[src/design/err_flag_pkg.sv]
package err_flag_pkg;
  // Clock rate and period
  localparam int CLK_HZ = 40_000_000;
  localparam int CLK_PERIOD_NS = 1_000_000_000 / CLK_HZ;
  // Clock switch waits, as printed, in ns
  localparam int SWITCH_200_US_NS = 200_000;
  localparam int SWITCH_100_US_NS = 100_000;
  localparam int SWITCH_50_US_NS = 50_000;
  // Least times round up to whole cycles
  localparam int SWITCH_200_CYC = (SWITCH_200_US_NS + CLK_PERIOD_NS - 1) / CLK_PERIOD_NS;
  localparam int SWITCH_100_CYC = (SWITCH_100_US_NS + CLK_PERIOD_NS - 1) / CLK_PERIOD_NS;
  localparam int SWITCH_50_CYC = (SWITCH_50_US_NS + CLK_PERIOD_NS - 1) / CLK_PERIOD_NS;
  localparam int WAIT_W = 14;

  // Register location in the command byte
  localparam logic [3:0] ERR_CTRL_OFFSET = 4'h9;
  localparam logic [1:0] CMD_LOW_BITS = 2'h0;
  localparam logic [7:0] ERR_CTRL_RESET = 8'h00;
  localparam int FRAME_BITS = 16;
  localparam int BITCNT_W = 5;

  // Field positions of the control byte
  localparam int MUTE_SEL_BIT = 0;
  localparam int PARITY_MODE_BIT = 1;
  localparam int SWITCH_WAIT_LSB = 2;
  localparam int FORCE_BIT = 4;
  localparam int RATE_MASK_BIT = 5;
  localparam int RELEASE_WAIT_LSB = 6;

  localparam logic [1:0] SWITCH_IMMEDIATE = 2'h3;

  // Block-start counts before the error is released
  localparam int REL_W = 9;
  localparam logic [REL_W-1:0] RELEASE_CNT_0 = 9'h180;
  localparam logic [REL_W-1:0] RELEASE_CNT_1 = 9'h018;
  localparam logic [REL_W-1:0] RELEASE_CNT_2 = 9'h00C;
  localparam logic [REL_W-1:0] RELEASE_CNT_3 = 9'h003;

  // Consecutive parity errors still flagged
  localparam logic [3:0] PARITY_RUN_MAX = 4'h8;
  localparam logic [3:0] PARITY_RUN_SAT = 4'hF;
endpackage

[src/design/pin_sync.sv]
`timescale 1ns/1ps
`default_nettype none
module pin_sync #(
  parameter int W = 1
) (
  input wire logic clk, // Core clock
  input wire logic reset_n, // Sync reset, active low
  input wire logic ce, // Clock enable
  input wire logic [W-1:0] async_in, // Pin levels
  output logic [W-1:0] sync_out // Synchronised levels
);
  logic [W-1:0] meta_q;

  always_ff @(posedge clk) begin
    if (!reset_n) begin
      meta_q <= '0;
      sync_out <= '0;
    end else if (ce) begin
      meta_q <= async_in;
      sync_out <= meta_q;
    end
  end
endmodule
`default_nettype wire

[src/design/error_flag_ctrl.sv]
`timescale 1ns/1ps
`default_nettype none
// Notes on behaviour
// - Unlock: switch clock after coded oscillator wait
// - Code 11 switches clock at unlock
// - Force clear: pin shows unlock, release wait and parity errors
// - Force set: pin held high
// - Mask bit stops rate changes raising error
// - Mode bit governs parity flagging on PCM
// - Mode zero: parity flag only non-PCM
// - Release wait sets error clear after lock
// - Select bit mutes audio on non-PCM error
// - Forcing error leaves audio outputs alone
// - Oscillator stopped: use channel-status rate only
module error_flag_ctrl #(
  parameter int SWITCH_200_CYC = err_flag_pkg::SWITCH_200_CYC
) (
  input wire logic clk, // Core clock
  input wire logic reset_n, // Sync reset, active low
  input wire logic ce, // Clock enable
  input wire logic ser_clk_pin, // Control bus clock pin
  input wire logic ser_data_pin, // Control bus data pin
  input wire logic ser_enable_pin, // Control bus enable pin
  input wire logic [1:0] chip_addr_pin, // Chip address straps
  input wire logic pll_locked, // PLL lock level
  input wire logic osc_running, // Oscillator amp running
  input wire logic fs_change_calc, // Rate change from own calc
  input wire logic fs_change_cs, // Rate change from channel status
  input wire logic block_start, // Block preamble seen, pulse
  input wire logic subframe_strobe, // Subframe end, pulse
  input wire logic parity_error, // Parity error this subframe
  input wire logic nonpcm_detected, // Non-PCM stream level
  output logic error_flag_pin, // Error flag, high is error
  output logic clock_from_osc, // Output clock on oscillator
  output logic audio_mute // Audio data muted
);
  // ----------------------------------------
  // Pin synchronisers
  // ----------------------------------------
  logic [4:0] pins_s;
  logic sclk_s, sdat_s, sen_s;
  logic [1:0] addr_s;
  pin_sync #(.W(5)) u_sync (
    .clk(clk),
    .reset_n(reset_n),
    .ce(ce),
    .async_in({chip_addr_pin, ser_enable_pin, ser_data_pin, ser_clk_pin}),
    .sync_out(pins_s)
  );
  assign sclk_s = pins_s[0];
  assign sdat_s = pins_s[1];
  assign sen_s = pins_s[2];
  assign addr_s = pins_s[4:3];

  // ----------------------------------------
  // Serial command receiver
  // ----------------------------------------
  logic sclk_prev_q, sen_prev_q;
  logic [15:0] shift_q;
  logic [err_flag_pkg::BITCNT_W-1:0] bitcnt_q;
  logic [7:0] ctrl_q;
  logic frame_hit;

  // Byte one: DI7..DI4 offset, DI3..DI2 zero, DI1..DI0 chip address
  assign frame_hit = sen_prev_q && !sen_s
    && (bitcnt_q == err_flag_pkg::BITCNT_W'(err_flag_pkg::FRAME_BITS))
    && (shift_q[7:4] == err_flag_pkg::ERR_CTRL_OFFSET)
    && (shift_q[3:2] == err_flag_pkg::CMD_LOW_BITS)
    && (shift_q[1:0] == addr_s);

  always_ff @(posedge clk) begin
    if (!reset_n) begin
      sclk_prev_q <= 1'b0;
      sen_prev_q <= 1'b0;
      shift_q <= 16'h0000;
      bitcnt_q <= '0;
    end else if (ce) begin
      sclk_prev_q <= sclk_s;
      sen_prev_q <= sen_s;
      if (!sen_s) begin
        bitcnt_q <= '0;
      end else if (sclk_s && !sclk_prev_q) begin
        // First bit in lands at DI0 after sixteen shifts
        shift_q <= {sdat_s, shift_q[15:1]};
        if (bitcnt_q != err_flag_pkg::BITCNT_W'(err_flag_pkg::FRAME_BITS))
          bitcnt_q <= bitcnt_q + 1'b1;
      end
    end
  end

  always_ff @(posedge clk) begin
    if (!reset_n) begin
      ctrl_q <= err_flag_pkg::ERR_CTRL_RESET;
    end else if (ce && frame_hit) begin
      ctrl_q <= shift_q[15:8];
    end
  end

  logic mute_sel, parity_mode, force_err, rate_mask;
  logic [1:0] sw_code, rel_code;
  assign mute_sel = ctrl_q[err_flag_pkg::MUTE_SEL_BIT];
  assign parity_mode = ctrl_q[err_flag_pkg::PARITY_MODE_BIT];
  assign sw_code = ctrl_q[err_flag_pkg::SWITCH_WAIT_LSB +: 2];
  assign force_err = ctrl_q[err_flag_pkg::FORCE_BIT];
  assign rate_mask = ctrl_q[err_flag_pkg::RATE_MASK_BIT];
  assign rel_code = ctrl_q[err_flag_pkg::RELEASE_WAIT_LSB +: 2];

  // ----------------------------------------
  // Clock switch after unlock
  // ----------------------------------------
  logic [err_flag_pkg::WAIT_W-1:0] wait_cnt_q, wait_limit;
  always_comb begin
    case (sw_code)
      2'h0: wait_limit = err_flag_pkg::WAIT_W'(SWITCH_200_CYC);
      2'h1: wait_limit = err_flag_pkg::WAIT_W'(err_flag_pkg::SWITCH_100_CYC);
      2'h2: wait_limit = err_flag_pkg::WAIT_W'(err_flag_pkg::SWITCH_50_CYC);
      default: wait_limit = err_flag_pkg::WAIT_W'(1);
    endcase
  end

  always_ff @(posedge clk) begin
    if (!reset_n) begin
      clock_from_osc <= 1'b0;
      wait_cnt_q <= '0;
    end else if (ce) begin
      if (pll_locked) begin
        clock_from_osc <= 1'b0;
        wait_cnt_q <= '0;
      end else if (!clock_from_osc) begin
        if (sw_code == err_flag_pkg::SWITCH_IMMEDIATE) begin
          clock_from_osc <= 1'b1;
        end else if (osc_running) begin
          wait_cnt_q <= wait_cnt_q + 1'b1;
          if (wait_cnt_q + 1'b1 >= wait_limit)
            clock_from_osc <= 1'b1;
        end
      end
    end
  end

  // ----------------------------------------
  // Rate change and error release
  // ----------------------------------------
  logic fs_chg;
  assign fs_chg = !rate_mask && (fs_change_cs || (fs_change_calc && osc_running));

  logic [err_flag_pkg::REL_W-1:0] rel_cnt_q, rel_target;
  logic released_q;
  always_comb begin
    case (rel_code)
      2'h0: rel_target = err_flag_pkg::RELEASE_CNT_0;
      2'h1: rel_target = err_flag_pkg::RELEASE_CNT_1;
      2'h2: rel_target = err_flag_pkg::RELEASE_CNT_2;
      default: rel_target = err_flag_pkg::RELEASE_CNT_3;
    endcase
  end

  always_ff @(posedge clk) begin
    if (!reset_n) begin
      rel_cnt_q <= '0;
      released_q <= 1'b0;
    end else if (ce) begin
      if (!pll_locked || fs_chg) begin
        rel_cnt_q <= '0;
        released_q <= 1'b0;
      end else if (!released_q && block_start) begin
        rel_cnt_q <= rel_cnt_q + 1'b1;
        if (rel_cnt_q + 1'b1 >= rel_target)
          released_q <= 1'b1;
      end
    end
  end

  // ----------------------------------------
  // Repeated parity errors
  // ----------------------------------------
  logic [3:0] run_q;
  logic parity_flag_q;
  always_ff @(posedge clk) begin
    if (!reset_n) begin
      run_q <= 4'h0;
      parity_flag_q <= 1'b0;
    end else if (ce && subframe_strobe) begin
      if (!parity_error)
        run_q <= 4'h0;
      else if (run_q != err_flag_pkg::PARITY_RUN_SAT)
        run_q <= run_q + 1'b1;
      parity_flag_q <= parity_error && (run_q < err_flag_pkg::PARITY_RUN_MAX)
        && (parity_mode || nonpcm_detected);
    end
  end

  // ----------------------------------------
  // Outputs
  // ----------------------------------------
  // Force only reaches the flag pin, never the audio path
  always_ff @(posedge clk) begin
    if (!reset_n) begin
      error_flag_pin <= 1'b1;
      audio_mute <= 1'b1;
    end else if (ce) begin
      error_flag_pin <= force_err || !pll_locked || !released_q || parity_flag_q;
      audio_mute <= !released_q || (mute_sel && nonpcm_detected && parity_flag_q);
    end
  end

  // ----------------------------------------
  // Assertions
  // ----------------------------------------
  property p_defaults;
    @(posedge clk) !reset_n |=> ctrl_q == err_flag_pkg::ERR_CTRL_RESET;
  endproperty
  a_defaults: assert property (p_defaults) else $error("control not zero after reset");

  property p_force;
    @(posedge clk) disable iff (!reset_n) ce && force_err |=> error_flag_pin;
  endproperty
  a_force: assert property (p_force) else $error("forced error not high");

  property p_unlock_err;
    @(posedge clk) disable iff (!reset_n) ce && !pll_locked |=> error_flag_pin;
  endproperty
  a_unlock_err: assert property (p_unlock_err) else $error("unlock not flagged");

  property p_immediate;
    @(posedge clk) disable iff (!reset_n)
      ce && !pll_locked && sw_code == err_flag_pkg::SWITCH_IMMEDIATE |=> clock_from_osc;
  endproperty
  a_immediate: assert property (p_immediate) else $error("immediate switch missed");

  property p_switch_time;
    @(posedge clk) disable iff (!reset_n)
      $rose(clock_from_osc) |-> $past(sw_code) == err_flag_pkg::SWITCH_IMMEDIATE
      || $past(wait_cnt_q) + 1'b1 == $past(wait_limit);
  endproperty
  a_switch_time: assert property (p_switch_time) else $error("clock switched at wrong count");

  property p_release_mute;
    @(posedge clk) disable iff (!reset_n) ce && !released_q |=> audio_mute && error_flag_pin;
  endproperty
  a_release_mute: assert property (p_release_mute) else $error("audio before release");

  property p_force_no_mute;
    @(posedge clk) disable iff (!reset_n)
      ce && released_q && !(mute_sel && nonpcm_detected && parity_flag_q) |=> !audio_mute;
  endproperty
  a_force_no_mute: assert property (p_force_no_mute) else $error("audio muted without cause");

  property p_nonpcm_mute;
    @(posedge clk) disable iff (!reset_n)
      ce && mute_sel && nonpcm_detected && parity_flag_q |=> audio_mute;
  endproperty
  a_nonpcm_mute: assert property (p_nonpcm_mute) else $error("non-PCM error not muted");

  property p_mask;
    @(posedge clk) disable iff (!reset_n)
      ce && rate_mask && released_q && pll_locked |=> released_q;
  endproperty
  a_mask: assert property (p_mask) else $error("masked rate change hit flag");

  property p_osc_stopped;
    @(posedge clk) disable iff (!reset_n) !osc_running && !fs_change_cs |-> !fs_chg;
  endproperty
  a_osc_stopped: assert property (p_osc_stopped) else $error("own rate calc used while stopped");

  property p_parity_pcm;
    @(posedge clk) disable iff (!reset_n)
      ce && subframe_strobe && !parity_mode && !nonpcm_detected |=> !parity_flag_q;
  endproperty
  a_parity_pcm: assert property (p_parity_pcm) else $error("parity flag on PCM");

  property p_parity_run;
    @(posedge clk) disable iff (!reset_n)
      ce && subframe_strobe && run_q >= err_flag_pkg::PARITY_RUN_MAX |=> !parity_flag_q;
  endproperty
  a_parity_run: assert property (p_parity_run) else $error("parity flagged past run");

  c_write: cover property (@(posedge clk) disable iff (!reset_n) ce && frame_hit);
  c_switch: cover property (@(posedge clk) disable iff (!reset_n) $rose(clock_from_osc));
  c_release: cover property (@(posedge clk) disable iff (!reset_n) $rose(released_q));
  c_parity: cover property (@(posedge clk) disable iff (!reset_n) $rose(parity_flag_q));
endmodule
`default_nettype wire

[config.mk]
export PLATFORM = sky130hd
export DESIGN_NAME = error_flag_ctrl
export DESIGN_NICKNAME = d
export VERILOG_FILES = /design/src/design/err_flag_pkg.sv /design/src/design/pin_sync.sv /design/src/design/error_flag_ctrl.sv
export SDC_FILE = /design/constraint.sdc
export NUM_CORES = 1
export LEC_CHECK = 0
export ABC_AREA = 1
export ABC_CLOCK_PERIOD_IN_PS = 2600
export BUFFER_PORTS_ARGS = -buffer_cell sky130_fd_sc_hd__buf_2
export CORE_ASPECT_RATIO = 1.2
export CORE_MARGIN = 2
export CORE_UTILIZATION = 45
export CTS_CLUSTER_SIZE = 24
export DETAILED_ROUTE_END_ITERATION = 10
export GPL_ROUTABILITY_DRIVEN = 1
export GPL_TIMING_DRIVEN = 1
export PLACE_DENSITY_LB_ADDON = 0.3
export SKIP_LAST_GASP = 1
export SYNTH_ARGS = -nofsm -noshare
export SYNTH_HDL_FRONTEND = slang
export SYNTH_SLANG_ARGS = --single-unit
export TNS_END_PERCENT = 10
[constraint.sdc]
create_clock -name clk -period 2.6 [get_ports clk]
set_clock_uncertainty 0.2 [all_clocks]
set_input_delay 0.52 -clock clk [delete_from_list [all_inputs] [get_ports clk]]
set_output_delay 0.52 -clock clk [all_outputs]
set_load 0.1 [all_outputs]
==> summary.md, run 1 <==
| Metric | Value |
|---|---|
| Hold Buf Count CTS | `0` |
| Diode count | `0` |
| Later-pin clock latency in the skew report | `350 ps` |
| Cell count after synthesis | `510` |
| Routed len/inst | `11.6 um` |
| Worst slew margin | `67.9%` |
| CP Capture Type | `register` |
| Die area | `9200 um^2` |
| TritonCTS Buffers | `9` |
| Area Growth Syn to Fin | `14.3%` |
| Ports | `19` |
| EDFF count, synth | `0` |
| Starting Density | `46.6%` |
| FMAX | `395 MHz` |
| Core ar. | `8150 um^2` |
| Fin. Hold Viols | `0` |
| Synth top area share | `38.5%` |
| Pre-antenna DRT Iters | `4` |
| CP arrival | `2620 ps` |
| CTS root buf | `clkbuf_8` |
| DR DRC count | `0` |
| Top cells by area, synth | `dfxtp_1 38%, ha_1 11%, nand2_1 9.5%` |
| Pleak | `1.85 nW` |
| Yosys reg bits | `73` |
| Layout Nets | `585` |
| RD Place Congestion | `0.917` |
| Vias in the first global route | `2839` |
| Vias | `3197` |
| GRT busiest layer | `met2` |
| Leading area contributor after synthesis | `dfxtp_1` |
| Post-DRT Antenna Nets | `0` |
| Final Setup Violations | `0` |
| Max-cap violation count | `0` |
| Chip height | `105 um` |
| Largest net degree at the start of global routing | `43` |
| DR iter-0 viols | `114` |
| Status | `complete, no violations` |
| First-pass GRT wire length | `12.6 mm` |
| Tmin final | `2530 ps` |
| Initial antenna violation count | `0` |
| Slew @ Worst Pin | `485 ps` |
| Reg clk slew, reported paths | `80 ps` |
| Worst-path maximum fanout | `3` |
| GRT overflow | `0` |
| Slew Viols, Final | `0` |
| Die width | `87.9 um` |
| Global-route usage over all layers | `17.1%` |
| GRT met1 Usage | `21.8%` |
| Pwr Density | `521 nW/um^2` |
| Avg Cell Area, Syn | `7.45 um^2` |
| Final setup margin | `65.4 ps` |
| H-tree Lvls | `3` |
| Worst EP required | `2680 ps` |
| CTS tree | `done` |
| Setup repair after global routing missed its margin | `true` |
| CP Launch Type | `register` |
| Hold WC Path Type | `in2reg` |
| Syn Nets | `558` |
| Max IR drop VDD | `0.276 mV` |
| Synthesized area | `3800 um^2` |
| Worst Path Class, Setup | `reg2reg` |
| M2 GR Usage | `27.7%` |
| Pre-CTS setup slack | `82.1 ps` |
| Met3 Track Usage GR | `2.92%` |
| Post-route clock period utilization | `97.5%` |
| Synth async-reset ratio | `0%` |
| Row count | `36` |
| Primary FF master, synth | `dfxtp_1` |
| Clock sinks | `73` |
| Sequential fraction of the synthesis area | `38.5%` |
| Post-DP HPWL | `5.36 mm` |
| Bufs on Longest Clock Path | `2` |
| Yosys cell types | `41` |
| Fin Setup TNS | `0 ps` |
| Vias per cell | `4.87` |
| Synthesis Warnings | `0` |
| Drt total wl | `7.60 mm` |
| PortBufs | `18` |
| Layout cells sized above 1 | `15.3%` |
==> repair_timing <==
action,4_1_cts,5_1_grt
setup buffers,0,3
setup endpoints to repair,0,2
hold endpoints to repair,0,0
resized for setup,0,15
==> report_power, final <==
| group | switching (mW) | total (mW) | internal (mW) |
|---|---|---|---|
| registers | 0.0136 | 1.15 | 1.14 |
| clock network | 0.433 | 0.973 | 0.540 |
| logic | 0.0907 | 0.136 | 0.0453 |
| total | 0.537 | 2.26 | 1.72 |
==> critical path, stage by stage, from the launching register on <==
cell and delay, ps:
dfxtp_2 360, ha_4 140, inv_2 50, nor3_4 200
and3_4 240, nand4_4 80, xnor2_2 170, ha_1 320
and3_4 180, nand4_1 90, nor2_2 90, nand2_1 50
nand2_1 50, nand2_1 40, nand2_1 50, nand2_1 60
a21oi_2 110
==> metal layers <==
metal	part of all wire [%]	vias up
li1	-	1725
met1	48	1429
met2	48	28
met3	1.8	15
met4	2.4	0
met5	0	-
==> cell families after synthesis <==
family	Yosys count	synth area share, %
DFF	73	38.5
and+or+nand+nor	208	24.6
xor gates and xnor gates	15	3.85
AOI/OAI and AO/OA	108	15.1
adders and majority gates	32	10.5
buffers and inverters	74	7.47
==> Yosys cell counts, types with 3 or more instances <==
| library cell | number |
|---|---|
| inv_1 | 55 |
| ha_1 | 32 |
| clkbuf_1 | 9 |
| o21ai_0 | 38 |
| nor2_2 | 6 |
| nand4_1 | 10 |
| buf_2 | 5 |
| dfxtp_1 | 73 |
| xnor2_1 | 4 |
| xor2_1 | 9 |
| nor2_1 | 58 |
| o21ai_1 | 3 |
| nand3b_1 | 3 |
| a21oi_2 | 3 |
| nand3_1 | 19 |
| inv_2 | 3 |
| nand2_1 | 96 |
| a21oi_1 | 55 |
==> per-stage QoR <==
stage          instances  power, mW  utilization [%]  hold WS, ps  cell area, um^2
6_report             656       2.26             53.3          186             4340
5_1_grt              656       2.36             53.3          187             4340
4_1_cts              653       2.29             52.3          169             4260
3_5_place_dp         637       1.31             49.6          239             4050
3_3_place_gp         637       1.31             49.6          232             4050
2_1_floorplan        510       1.27                -          224             3800
==> path summary, 6_finish.rpt <==
path / start / to / slack (ps) / cells past startpoint
worst max-delay path: wait_cnt_q[1] / clock_from_osc / 70 / 16
worst min-delay path: ser_enable_pin / u_sync.meta_q[2] / 190 / 3
worst max register to register: wait_cnt_q[1] / clock_from_osc / 70 / 16
worst min register to register: ctrl_q[0] / ctrl_q[0] / 250 / 2
==> area by class of cell <==
type | count | area, um^2
flip-flops and latches | 73 | 1470
repair buffers | 31 | 188
clock inverters | 7 | 93.8
inverters | 59 | 221
multi-input cells | 363 | 2110
fillers | 778 | 3810
clock buffers | 9 | 124
well taps | 114 | 143
==> registers in the layout, summed over array words and instances (netlist names) <==
register	cells
shift_q	16
wait_cnt_q	14
rel_cnt_q	9
ctrl_q	8
bitcnt_q	5
u_sync.meta_q	5
u_sync.sync_out	5
run_q	4
audio_mute	1
clock_from_osc	1
error_flag_pin	1
parity_flag_q	1
released_q	1
sclk_prev_q	1
sen_prev_q	1
==> cell usage in the layout (no fill, tap or decap), drive strengths merged <==
master and instances:
nand2 98, dfxtp 73, nor2 65, inv 59
a21oi 58, o21ai 42, ha 32, buf 31
nand3 20, nand4 11, clkbuf 9, xor2 9
xnor2 6, nand3b 3, or2 3, clkinv 3
and3 2, nor4 2, a211oi 2, o22ai 2
bufinv 2, clkinvlp 2, nor3 2, a31oi 1
nor3b 1, nor4b 1, a21o 1, o211ai 1
a211o 1
(Power assumes the default switching activity.)
==> run 2: changes to the inputs <==
Settings changed: CELL_PAD_IN_SITES_DETAIL_PLACEMENT set to 2, CELL_PAD_IN_SITES_GLOBAL_PLACEMENT set to 2, CORE_UTILIZATION 45 to 32.
==> run 2 against run 1 <==
  * The flow now finishes with violations (negative setup slack)
  * Register-to-register slack lost 70 ps
  * Cell count grew 8.1%
  * Design area grew 5.8%
  * Critical path type unchanged
  * Largest power group is now clock
  * Largest cell class unchanged
  * Global-route usage grew 2.0 points
  * Clock power grew 22%
  * Non-clock buffer count grew 10
==> summary.md, run 2 (synthesis gave the netlist of run 1 again) <==
| Metric | Value |
|---|---|
| Status | `complete, but fails checks` |
| Failing checks | `negative setup slack` |
| Vias in the first global route | `3899` |
| Pre-antenna DRT Iters | `4` |
| Layout cells sized above 1 | `19.2%` |
| CTS tree | `done` |
| Vias | `3508` |
| Largest registers | `shift_q (16), wait_cnt_q (14), rel_cnt_q (9)` |
| Max reg flops | `16` |
| Cell Chain, Critical Path | `buf_4 -> nand3_2 -> nor2_4 -> nand2_2 -> nor2_4 -> xor2_2 -> ha_1 -> nand2_1 -> inv_1 -> o21ai_2 -> nand3b_1 -> nor2_1 -> nand2_1 -> nand2_1 -> nand2_1 -> nand2_1 -> a21oi_2` |
| Met3 routed WL | `165 um` |
| CP Capture Type | `register` |
| CP max stage cell | `dfxtp_2` |
| Final setup margin | `-0.522 ps` |
| RD Place Congestion | `0.841` |
| WP depth | `17` |
| CP arrival | `2630 ps` |
| Global-route usage over all layers | `19.2%` |
| Clock sinks | `73` |
| Post-DP HPWL | `7.84 mm` |
| Tmin final | `2600 ps` |
| Register with the most flip-flops | `shift_q` |
| Core ar. | `11600 um^2` |
| Later-pin clock latency in the skew report | `340 ps` |
| FMAX | `385 MHz` |
| CP Launch Type | `register` |
| Max-cap violation count | `0` |
| Critical Path Max Stage Delay | `350 ps` |
| Crit path buf inv count | `2` |
| Reg clk slew, reported paths | `60 ps` |
| Initial antenna violation count | `0` |
| Most common cell on crit path | `nand2_1` |
| Worst-path maximum fanout | `3` |
| Starting Density | `32.9%` |
| # fillers | `1356` |
| H-tree Lvls | `3` |
| Vias per cell | `4.95` |
| Most frequent cells in the layout | `93 x nand2_1, 67 x dfxtp_1, 55 x a21oi_1, 55 x nor2_1, 54 x inv_1` |
| Row count | `43` |
| Ports | `19` |
| Die width | `103 um` |
| Pleak | `1.94 nW` |
| Hold WC Path Type | `in2reg` |
| Routed len/inst | `16.3 um` |
| WL met1 | `4.88 mm` |
| Diode count | `0` |
| Worst Path Class, Setup | `reg2reg` |
| Worst slew margin | `52.2%` |
| Drt total wl | `11.6 mm` |
| DR iter-0 viols | `59` |
| Max IR drop VDD | `0.269 mV` |
| TritonCTS Buffers | `9` |
| Area Growth Syn to Fin | `20.9%` |
| Die area | `12800 um^2` |
| Fin. Hold Viols | `0` |
| Setup repair after global routing missed its margin | `true` |
| Overall power | `2.50 mW` |
| Fin area | `4590 um^2` |
| Layout Nets | `595` |
| PortBufs | `18` |
| Post-route clock period utilization | `100%` |
| Pre-CTS setup slack | `-2.62 ps` |
| GRT overflow | `0` |
| Depth of the most critical reg-to-reg path | `17` |
| Routed wl met2 | `6.24 mm` |
| Slew @ Worst Pin | `710 ps` |
| Slew Viols, Final | `0` |
| Post-layout util | `39.7%` |
| Chip height | `123 um` |
| Hold depth | `3` |
| Worst EP required | `2630 ps` |
| Post-DRT Antenna Nets | `0` |
| Most common cell after layout, fill and taps aside | `nand2_1` |
| Placed cell area | `4120 um^2` |
| Final Setup Violations | `1` |
| Crit-path leading delay family | `simple AND/OR/NAND/NOR gates` |
| First-pass GRT wire length | `18.9 mm` |
| Bufs on Longest Clock Path | `2` |
| DR DRC count | `0` |
| Pwr Density | `544 nW/um^2` |
| Largest net degree at the start of global routing | `27` |
| DR top layer | `met4` |
| CTS root buf | `clkbuf_16` |
run 2: cell types whose count changed in the layout (fill, tap and decap cells not counted), moves of 3 or more:
cell       delta
clkbuf_8      -8
buf_4        +10
dfxtp_1       -3
clkbuf_16     +9
run 2: worst reg2reg max path, stage by stage (launching register included):
cell      delay, ps
dfxtp_2         350
buf_4           130
nand3_2         130
nor2_4          150
nand2_2         100
nor2_4          150
xor2_2          190
ha_1            290
nand2_1         100
inv_1            60
o21ai_2         130
nand3b_1        110
nor2_1          120
nand2_1          60
nand2_1          50
nand2_1          50
nand2_1          80
a21oi_2          50
run 2: timing repair:
item / 4_1_cts / 5_1_grt
pin swaps: 3 / 12
gates resized for setup: 7 / 25
endpoints found under the setup margin: 2 / 2
hold endpoints to repair: 0 / 0
hold buffers: 0 / 0
gates cloned: 0 / 0
buffers inserted: 4 / 6
run 2: worst paths after layout:
path / to / from / slack (ps)
worst min-delay path: u_sync.meta_q[0] / ser_clk_pin / 210
worst max-delay path: clock_from_osc / wait_cnt_q[1] / -0.5
worst max register to register: clock_from_osc / wait_cnt_q[1] / -0.5
worst min register to register: ctrl_q[1] / ctrl_q[1] / 250
run 2: cell type report:
class                   instances  area (um^2)  area share [%]
clock buffers                  10          239            5.20
clock inverters                 6         42.5           0.926
inverters                      59          221            4.82
multi-input cells             363         2160            47.0
flip-flops and latches         73         1470            32.0
well taps                     157          196            4.28
repair buffers                 41          263            5.72
run 2: layer usage:
layer  vias up  global-route usage, %
met5         -                      0
met4         0                   7.48
met3        19                   2.54
met2        30                   35.1
met1      1716                   22.2
li1       1743                      -
run 2: stage by stage:
| step | TNS, ps | cells | hold WS, ps |
|---|---|---|---|
| 2_1_floorplan | 0 | 510 | 224 |
| 3_5_place_dp | -2.62 | 683 | 236 |
| 4_1_cts | -8.88 | 703 | 206 |
| 3_3_place_gp | 0 | 683 | 231 |
| 5_1_grt | -227 | 709 | 237 |
| 6_report | -0.522 | 709 | 214 |
run 2: where the power goes:
part / switching (mW) / internal (mW) / leakage, nW
logic: 0.101 / 0.0485 / 1.21
clock network: 0.519 / 0.674 / 0.135
registers: 0.0154 / 1.14 / 0.595
total: 0.636 / 1.86 / 1.94
